===== src/core/asc_defs.svh =====
// register offsets, field positions and reset values of the stop-flow block
`ifndef ASC_DEFS_SVH
`define ASC_DEFS_SVH
`define ASC_OFF_CTRL  8'h00
`define ASC_OFF_FLOW  8'h04
`define ASC_OFF_STAT  8'h08
`define ASC_OFF_BASE  8'h0C
`define ASC_OFF_OFFS  8'h10
`define ASC_OFF_RIDX  8'h14
`define ASC_OFF_ISTAT 8'h18
`define ASC_OFF_ICLR  8'h1C
`define ASC_OFF_IEN   8'h20
`define ASC_OFF_RES   8'h24
`define ASC_CTRL_EN    0
`define ASC_CTRL_STORE 1
`define ASC_CTRL_FMODE 2
`define ASC_CTRL_AUTO  3
`define ASC_CTRL_JUST  4
`define ASC_CTRL_RESLO 5
`define ASC_CTRL_RESHI 6
`define ASC_CTRL_BMOD  7
`define ASC_FL_RST  0
`define ASC_FL_ABT  1
`define ASC_FL_LOAD_OK_REQUEST 2
`define ASC_FL_TRIGGER_REQUEST 3
`define ASC_IRQ_EOC  0
`define ASC_IRQ_ABD  1
`define ASC_IRQ_EOL  2
`define ASC_IRQ_STOP 3
`define ASC_CTRL_RST 8'h00
`define ASC_WORD_RST 32'h0000_0000
`define ASC_IDX_RST  8'h00
`define ASC_CMD_RST  4'h0
`endif


===== src/core/asc_pkg.sv =====
// types of the stop-flow and result-store block
package asc_pkg;
    typedef enum logic [3:0] {
        ST_IDLE = 4'b0001,
        ST_CONV = 4'b0010,
        ST_STOP = 4'b0100,
        ST_WAKE = 4'b1000
    } asc_state_t;
    typedef enum logic [1:0] {
        RES_8  = 2'h0,
        RES_10 = 2'h1,
        RES_12 = 2'h2
    } asc_res_t;
endpackage


===== src/core/asc_justify.sv =====
// places a raw conversion result into the 16-bit result word
`timescale 1ns/1ps
module asc_justify (
    input  wire logic [11:0] raw,
    input  wire logic [1:0]  res_sel,
    input  wire logic        right_just,
    output logic      [15:0] word
);
    import asc_pkg::*;
    wire [15:0] left8   = {raw[7:0], 8'h00};
    wire [15:0] left10  = {raw[9:0], 6'h00};
    wire [15:0] left12  = {raw[11:0], 4'h0};
    wire [15:0] right8  = {8'h00, raw[7:0]};
    wire [15:0] right10 = {6'h00, raw[9:0]};
    wire [15:0] right12 = {4'h0, raw[11:0]};
    // unused positions are zero in every form; reserved code 3 acts as 12 bit
    wire [15:0] lsel = (res_sel == RES_8) ? left8 : (res_sel == RES_10) ? left10 : left12;
    wire [15:0] rsel = (res_sel == RES_8) ? right8 : (res_sel == RES_10) ? right10 : right12;
    assign word = right_just ? rsel : lsel;
endmodule


===== src/core/asc_top.sv =====
// stop-mode flow control and result store of the converter, with AHB-Lite registers
`timescale 1ns/1ps
`include "asc_defs.svh"
module asc_top (
    input  wire logic        ref_clk,
    input  wire logic        rst,
    input  wire logic        ce,
    input  wire logic        hsel,
    input  wire logic [31:0] haddr,
    input  wire logic [1:0]  htrans,
    input  wire logic        hwrite,
    input  wire logic [2:0]  hsize,
    input  wire logic [31:0] hwdata,
    input  wire logic        hready,
    output logic      [31:0] hrdata,
    output logic             hreadyout,
    output logic             hresp,
    input  wire logic        stop_req,
    output logic             stop_ack,
    output logic             conv_start,
    input  wire logic        conv_done,
    input  wire logic [11:0] conv_data,
    output logic      [3:0]  command_index,
    input  wire logic        cmd_last,
    input  wire logic        cmd_loop,
    output logic             res_wr,
    output logic      [31:0] res_addr,
    output logic      [15:0] res_data,
    output logic             irq
);
    import asc_pkg::*;

    asc_state_t  state_ff, nxt_state;
    logic [7:0]  ctrl_ff;
    logic [3:0]  flow_ff, nxt_flow;
    logic [31:0] base_ff, offs_ff;
    logic [7:0]  ridx_ff, nxt_ridx;
    logic [3:0]  cmd_ff, nxt_cmd;
    logic        sel_ff, nxt_sel;
    logic        stop_abort_ff, nxt_stop_abort;
    logic [3:0]  istat_ff, ien_ff;
    logic [15:0] last_ff;
    logic        res_wr_ff, start_ff;
    logic [31:0] res_addr_ff;
    logic [15:0] res_data_ff;
    logic        a_valid_ff, a_write_ff;
    logic [7:0]  a_addr_ff;
    logic        start, store, clr_idx, set_abd, set_eol;
    logic [15:0] j_word;

    // control fields
    wire        en       = ctrl_ff[`ASC_CTRL_EN];
    wire        keep_abt = ctrl_ff[`ASC_CTRL_STORE];
    wire        rst_mode = ctrl_ff[`ASC_CTRL_FMODE];
    wire        auto_rs  = ctrl_ff[`ASC_CTRL_AUTO];
    wire        single   = ctrl_ff[`ASC_CTRL_BMOD];
    wire [1:0]  res_sel  = ctrl_ff[`ASC_CTRL_RESHI:`ASC_CTRL_RESLO];

    // bus decode: zero-wait slave, address captured in the address phase
    wire        a_take  = hsel && htrans[1] && hready;
    wire        wr      = a_valid_ff && a_write_ff;
    wire        wr_ctrl = wr && (a_addr_ff == `ASC_OFF_CTRL);
    wire        wr_flow = wr && (a_addr_ff == `ASC_OFF_FLOW);
    wire        wr_base = wr && (a_addr_ff == `ASC_OFF_BASE);
    wire        wr_offs = wr && (a_addr_ff == `ASC_OFF_OFFS);
    wire        wr_ridx = wr && (a_addr_ff == `ASC_OFF_RIDX);
    wire        wr_iclr = wr && (a_addr_ff == `ASC_OFF_ICLR);
    wire        wr_ien  = wr && (a_addr_ff == `ASC_OFF_IEN);
    wire        ptr_wen = !en;
    wire [3:0]  flow_set = (wr_flow && en) ? hwdata[3:0] : 4'h0;
    wire [31:0] stat_word = {8'h00, ridx_ff, 4'h0, cmd_ff, 3'h0, sel_ff, state_ff};
    wire [31:0] rd_mux =
        (a_addr_ff == `ASC_OFF_CTRL)  ? {24'h000000, ctrl_ff} :
        (a_addr_ff == `ASC_OFF_FLOW)  ? {28'h0000000, flow_ff} :
        (a_addr_ff == `ASC_OFF_STAT)  ? stat_word :
        (a_addr_ff == `ASC_OFF_BASE)  ? base_ff :
        (a_addr_ff == `ASC_OFF_OFFS)  ? offs_ff :
        (a_addr_ff == `ASC_OFF_RIDX)  ? {24'h000000, ridx_ff} :
        (a_addr_ff == `ASC_OFF_ISTAT) ? {28'h0000000, istat_ff} :
        (a_addr_ff == `ASC_OFF_IEN)   ? {28'h0000000, ien_ff} :
        (a_addr_ff == `ASC_OFF_RES)   ? {16'h0000, last_ff} : 32'h0000_0000;
    assign hrdata    = (a_valid_ff && !a_write_ff) ? rd_mux : 32'h0000_0000;
    assign hreadyout = 1'b1;
    assign hresp     = 1'b0;

    // result word placement
    asc_justify u_just (
        .raw        (conv_data),
        .res_sel    (res_sel),
        .right_just (ctrl_ff[`ASC_CTRL_JUST]),
        .word       (j_word)
    );

    // list offset of the active buffer; single-buffer mode pins list 0
    wire [31:0] list_off = sel_ff ? {16'h0000, offs_ff[31:16]} : {16'h0000, offs_ff[15:0]};
    wire [31:0] wr_addr  = base_ff + list_off + {23'h000000, ridx_ff, 1'b0};
    wire        conv_ok  = state_ff == ST_CONV && conv_done;
    wire        aborting = stop_abort_ff || flow_ff[`ASC_FL_ABT];

    // sequencer: idle, converting, stopped, one wake cycle
    always_comb begin
        nxt_state      = state_ff;
        nxt_flow       = flow_ff | flow_set;
        nxt_cmd        = cmd_ff;
        nxt_sel        = sel_ff;
        nxt_stop_abort = stop_abort_ff;
        start          = 1'b0;
        store          = 1'b0;
        clr_idx        = 1'b0;
        set_abd        = 1'b0;
        set_eol        = 1'b0;
        case (state_ff)
            ST_IDLE: begin
                if (stop_req) begin
                    nxt_state = ST_STOP;
                end else if (!en) begin
                    nxt_state = ST_IDLE;
                end else if (flow_ff[`ASC_FL_ABT]) begin
                    // nothing running, so the abort is done at once
                    nxt_flow[`ASC_FL_ABT] = 1'b0;
                    set_abd = 1'b1;
                end else if (flow_ff[`ASC_FL_RST]) begin
                    // restart is taken before a pending trigger
                    nxt_flow[`ASC_FL_RST]  = 1'b0;
                    nxt_flow[`ASC_FL_LOAD_OK_REQUEST] = 1'b0;
                    clr_idx = 1'b1;
                    if (rst_mode) begin
                        start     = 1'b1;
                        nxt_state = ST_CONV;
                    end
                end else if (flow_ff[`ASC_FL_TRIGGER_REQUEST] && !rst_mode) begin
                    nxt_flow[`ASC_FL_TRIGGER_REQUEST] = 1'b0;
                    start     = 1'b1;
                    nxt_state = ST_CONV;
                end
            end
            ST_CONV: begin
                if (stop_req) begin
                    nxt_stop_abort = 1'b1;
                end
                if (conv_done && (aborting || stop_req)) begin
                    store = keep_abt;
                    nxt_flow[`ASC_FL_ABT] = 1'b0;
                    if (stop_abort_ff || stop_req) begin
                        nxt_state      = ST_STOP;
                        nxt_stop_abort = 1'b0;
                    end else begin
                        set_abd   = 1'b1;
                        nxt_state = ST_IDLE;
                    end
                end else if (conv_done) begin
                    store = 1'b1;
                    if (cmd_last) begin
                        set_eol = 1'b1;
                        nxt_cmd = `ASC_CMD_RST;
                        if (cmd_loop) begin
                            start = 1'b1;
                        end else begin
                            nxt_state = ST_IDLE;
                            nxt_sel   = single ? 1'b0 : !sel_ff;
                        end
                    end else begin
                        nxt_cmd = cmd_ff + 4'h1;
                        start   = 1'b1;
                    end
                end
            end
            ST_STOP: begin
                // the list select is left alone so the same buffer resumes
                if (!stop_req) begin
                    nxt_state = ST_WAKE;
                end
            end
            ST_WAKE: begin
                nxt_state = ST_IDLE;
            end
            default: begin
                nxt_state = ST_IDLE;
            end
        endcase
        if (clr_idx) begin
            nxt_cmd = `ASC_CMD_RST;
        end
        if (single) begin
            nxt_sel = 1'b0;
        end
        // requests cannot survive a stop; writes during stop are dropped too
        if (stop_req || state_ff == ST_STOP) begin
            nxt_flow = 4'h0;
        end
        // auto restart on wake raises restart, and trigger in trigger mode; a stop request raised again keeps everything cleared
        if (state_ff == ST_WAKE && auto_rs && !stop_req) begin
            nxt_flow[`ASC_FL_RST]  = 1'b1;
            nxt_flow[`ASC_FL_TRIGGER_REQUEST] = !rst_mode;
        end
    end

    // result index: hardware owns it while enabled
    always_comb begin
        nxt_ridx = ridx_ff;
        if (clr_idx) begin
            nxt_ridx = `ASC_IDX_RST;
        end else if (store) begin
            nxt_ridx = ridx_ff + 8'h01;
        end else if (wr_ridx && ptr_wen) begin
            nxt_ridx = hwdata[7:0];
        end
    end

    // events; a set in the clearing cycle wins
    wire [3:0] ev = {nxt_state == ST_STOP && state_ff != ST_STOP, set_eol, set_abd, store};
    wire [3:0] clr_mask = wr_iclr ? hwdata[3:0] : 4'h0;
    wire [3:0] nxt_istat = (istat_ff & ~clr_mask) | ev;

    // bus address phase
    always_ff @(posedge ref_clk) begin
        if (rst) begin
            a_valid_ff <= 1'b0;
            a_write_ff <= 1'b0;
            a_addr_ff  <= 8'h00;
        end else if (ce) begin
            a_valid_ff <= a_take;
            a_write_ff <= hwrite;
            a_addr_ff  <= haddr[7:0];
        end
    end

    // software registers; pointers locked while enabled
    always_ff @(posedge ref_clk) begin
        if (rst) begin
            ctrl_ff <= `ASC_CTRL_RST;
            base_ff <= `ASC_WORD_RST;
            offs_ff <= `ASC_WORD_RST;
            ien_ff  <= 4'h0;
        end else if (ce) begin
            if (wr_ctrl) ctrl_ff <= hwdata[7:0];
            if (wr_base && ptr_wen) base_ff <= hwdata;
            if (wr_offs && ptr_wen) offs_ff <= hwdata;
            if (wr_ien) ien_ff <= hwdata[3:0];
        end
    end

    // sequencer state and indices
    always_ff @(posedge ref_clk) begin
        if (rst) begin
            state_ff      <= ST_IDLE;
            flow_ff       <= 4'h0;
            cmd_ff        <= `ASC_CMD_RST;
            ridx_ff       <= `ASC_IDX_RST;
            sel_ff        <= 1'b0;
            stop_abort_ff <= 1'b0;
            istat_ff      <= 4'h0;
        end else if (ce) begin
            state_ff      <= nxt_state;
            flow_ff       <= nxt_flow;
            cmd_ff        <= nxt_cmd;
            ridx_ff       <= nxt_ridx;
            sel_ff        <= nxt_sel;
            stop_abort_ff <= nxt_stop_abort;
            istat_ff      <= nxt_istat;
        end
    end

    // result write port and conversion start
    always_ff @(posedge ref_clk) begin
        if (rst) begin
            res_wr_ff   <= 1'b0;
            res_addr_ff <= `ASC_WORD_RST;
            res_data_ff <= 16'h0000;
            last_ff     <= 16'h0000;
            start_ff    <= 1'b0;
        end else if (ce) begin
            res_wr_ff <= store;
            start_ff  <= start;
            if (store) begin
                res_addr_ff <= wr_addr;
                res_data_ff <= j_word;
                last_ff     <= j_word;
            end
        end
    end

    assign res_wr        = res_wr_ff;
    assign res_addr      = res_addr_ff;
    assign res_data      = res_data_ff;
    assign conv_start    = start_ff;
    assign command_index = cmd_ff;
    assign stop_ack      = state_ff == ST_STOP;
    assign irq           = |(istat_ff & ien_ff);
endmodule


===== config.mk =====
export PLATFORM = sky130hd
export DESIGN_NAME = asc_top
export DESIGN_NICKNAME = d
export VERILOG_FILES = /design/src/core/asc_pkg.sv /design/src/core/asc_justify.sv /design/src/core/asc_top.sv
export VERILOG_INCLUDE_DIRS = /design/src /design/src/core
export SDC_FILE = /design/constraint.sdc
export NUM_CORES = 1
export LEC_CHECK = 0
export ABC_AREA = 0
export BUFFER_PORTS_ARGS = -buffer_cell sky130_fd_sc_hd__buf_2
export CORE_ASPECT_RATIO = 0.8
export CORE_UTILIZATION = 40
export DETAILED_ROUTE_END_ITERATION = 10
export SYNTH_ARGS = -nofsm -noshare
export SYNTH_HDL_FRONTEND = slang
export SYNTH_SLANG_ARGS = --single-unit

===== constraint.sdc =====
create_clock -name ref_clk -period 5.2 [get_ports ref_clk]
set_input_delay 1.04 -clock ref_clk [delete_from_list [all_inputs] [get_ports ref_clk]]
set_output_delay 1.04 -clock ref_clk [all_outputs]
set_load 0.03 [all_outputs]

==> run summary <==
Number of hold buffers added after cts = 0
Die width = 171.6 µm
Max Fanout on Critical Path = 15
Setup violations, final = 0
Sequential cell area = 3243 µm²
Clock root buffer = clkbuf_16
Die area = 23620 µm²
PwrDens = 249.2 nW/µm²
#FFs+latches synth = 162
Synth-to-layout area growth = 15.58%
Commonest non-fill, non-tap cell in the layout = nand2_1
Final hold viol count = 0
Syn Nets = 1316
Seq/Total Area, Yosys = 35.25%
Gpl congestion = 0.9638
Max-Cap Viols = 0
TritonCTS clock tree = yes
Syn_area_per_cell = 7.732 µm²
Global-route wire length before repair = 46930 µm
Area of the multi-input gates = 5534 µm²
Initial core utilization = 40.89%
Core Rows = 49
Worst slew margin = 36.49%
Internal power = 0.001985 W
WL/cell = 19.43 µm
Cells after DPL = 1572
Net Sw Frac = 25.10%
Share of layout cells above drive strength 1 = 17.81%
Maximum root-to-sink buffer count = 2
Pin slew with the least headroom to its limit = 0.9495 ns
Post-CTS Setup Bufs = 0
Vias in the first global route = 8042
Status = finished, final reports clean
Commonest non-fill, non-tap cells in the layout = 224 x nand2_1, 162 x dfxtp_1, 149 x buf_2
Routed vias = 9280
Worst reg2reg path startpoint = sel_ff
Main flop type after synthesis = dfxtp_1
DRT antenna net count = 0
Num CTS Buffers = 17
Final worst slack = 1.029 ns
Part of the power in the clock network = 46.1%
Fill cell count = 2271
Clock transition at path regs = 0.07 ns
Final Non-Filler Cells = 1603
Min-Delay Path Class = flop to flop
Largest net degree at the start of global routing = 88
Via density = 5.789
Fmax = 239.8 MHz
Post-Place Worst Slack = 1.264 ns
Ports = 181
Seq pwr share = 47.8%
Nets = 1411
Height of the die = 137.7 µm
Clk sink count = 162
Drt drc = 0
Worst EP required = 4.16 ns
Critical path class = flop to primary output
Crit share post-route = 80.21%
Critical path origin = a_addr_ff[4]
Comb power frac = 6.1%
Async SR Flop Fraction = 0%
Initial drt markers = 964
Initial antenna violation count = 1
Leakage Power = 4.151 nW
Number of enable flip-flop cells after synthesis = 0
Unrepaired setup endpoints after global routing = false
Clock skew after layout = 0.009110 ns
GRT Residual Overflow = 0
Post-CTS sizing = 0
Crit path capture type = primary output
Min Hold Slack = 0.4465 ns
Max-slew violations = 0
Hpwl dp = 22590 µm
Worst VDD drop = 148.3 µV
Clock latency on the worst-skew pair = 0.43 ns
Period minus WS final = 4.171 ns
# diodes = 0
DR pass1 iterations = 5
Core area = 22500 µm²
Global Route Usage Sum = 26.36%
Synth cell types = 79
Cell Area, Synth = 9201 µm²
Drt total wl = 31140 µm
CTS H-Tree Depth = 4
Min-delay src = res_addr[11]
TNS Setup = 0 ns
Syn Inst Count = 1190
Synthesis Warnings = 0
Crit path launch type = flop
CP Data Arrival Time = 3.13 ns
PortBufs = 150
P_sw = 0.0006652 W
## area by class of cell
type,count,share of cell area [%]
clock buffers,19,4.259
clock inverters,12,1.012
inverters,17,0.6000
multi-input cells,924,52.04
flip-flops and latches,162,30.49
well taps,306,3.600
repair buffers,163,8.000
## state kept, by name, indices dropped and copies added (netlist names)
signal / flops
ien_ff: 4
stop_abort_ff: 1
state_ff: 4
res_wr: 1
istat_ff: 4
command_index: 4
base_ff: 32
res_data: 16
ridx_ff: 8
offs_ff: 32
a_valid_ff: 1
a_addr_ff: 8
a_write_ff: 1
conv_start: 1
sel_ff: 1
flow_ff: 4
ctrl_ff: 8
res_addr: 32
## worst paths after layout
path	end	slack, ns	cells past startpoint
hold / removal	res_addr[11]	0.45	2
setup reg to reg	res_addr[19]	1.15	10
hold reg to reg	res_addr[11]	0.45	2
setup / recovery	hrdata[6]	1.03	6
## cells by family after synthesis
kind of cell	Yosys count	share of synthesized area [%]
other	2	0.08162
xor gates and xnor gates	18	1.713
and+or+nand+nor	491	24.64
muxes	46	5.208
buffers and inverters	104	4.678
adders and majority gates	35	5.494
AOI/OAI and AO/OA	332	22.94
DFF	162	35.25
## layer usage
| layer | vias to the layer above | GRT usage, % | wire length (µm) |
|---|---|---|---|
| met5 | - | 0 | 10 |
| li1 | 4435 | - | - |
| met1 | 4401 | 41.32 | 15520 |
| met2 | 404 | 35.25 | 12250 |
| met3 | 38 | 5.631 | 2921 |
| met4 | 2 | 6.796 | 448 |
## metrics by stage
step | utilization (%) | cell area, µm² | power (W)
final | 47.27 | 10640 | 0.002650
after global routing | 47.27 | 10640 | 0.002741
after CTS | 47.27 | 10640 | 0.002664
after detailed placement | 44.78 | 10070 | 0.001452
after global placement | 44.78 | 10070 | 0.001451
after floorplan | - | 9201 | 0.001385
## power groups by stage
stage                     Combinational [W]  Clock (W)  Sequential, W
after floorplan                   0.0000985          0        0.00129
after detailed placement           0.000158          0        0.00129
final                              0.000161    0.00122        0.00127
after global routing               0.000175    0.00130        0.00127
after CTS                          0.000158    0.00124        0.00127
after global placement             0.000157          0        0.00129
## synthesized netlist by cell type, drive strengths merged (4+ instances only)
| cell | instances | share of area (%) |
|---|---|---|
| nand2 | 224 | 9.1 |
| dfxtp | 162 | 35 |
| a21oi | 147 | 8.0 |
| nor2 | 127 | 5.2 |
| clkbuf | 61 | 2.5 |
| o21ai | 43 | 2.3 |
| a22oi | 36 | 2.9 |
| mux2i | 31 | 3.4 |
| nand3 | 27 | 1.5 |
| buf | 26 | 1.5 |
| ha | 26 | 3.5 |
| nor3 | 21 | 1.4 |
| inv | 17 | 0.69 |
| mux2 | 15 | 1.8 |
| a211oi | 13 | 1.1 |
| a311oi | 11 | 1.0 |
| a31oi | 11 | 0.75 |
| and3 | 11 | 0.75 |
| xnor2 | 11 | 1.0 |
| fa | 9 | 2.0 |
| nor2b | 9 | 0.61 |
| nor4 | 9 | 0.84 |
| or4 | 9 | 0.78 |
| a21o | 8 | 0.65 |
| a222oi | 8 | 0.87 |
| nand4 | 8 | 0.54 |
| o211ai | 8 | 0.65 |
| a32oi | 7 | 0.67 |
| and2 | 7 | 0.48 |
| o31ai | 7 | 0.57 |
| or3 | 7 | 0.53 |
| xor2 | 7 | 0.67 |
| a221oi | 5 | 0.48 |
| nor4b | 5 | 0.61 |
| or2 | 5 | 0.34 |
| and4 | 4 | 0.38 |
| nand2b | 4 | 0.27 |
| o221ai | 4 | 0.38 |
## worst max-delay path, stage by stage (launching register included)
cell      delay [ns]
dfxtp_1         0.39
nor4_2          0.77
nand3_1         0.38
nand2b_1        0.61
a21oi_1         0.15
a21o_1          0.21
buf_2           0.18
Power figures use the tool's default switching activity.
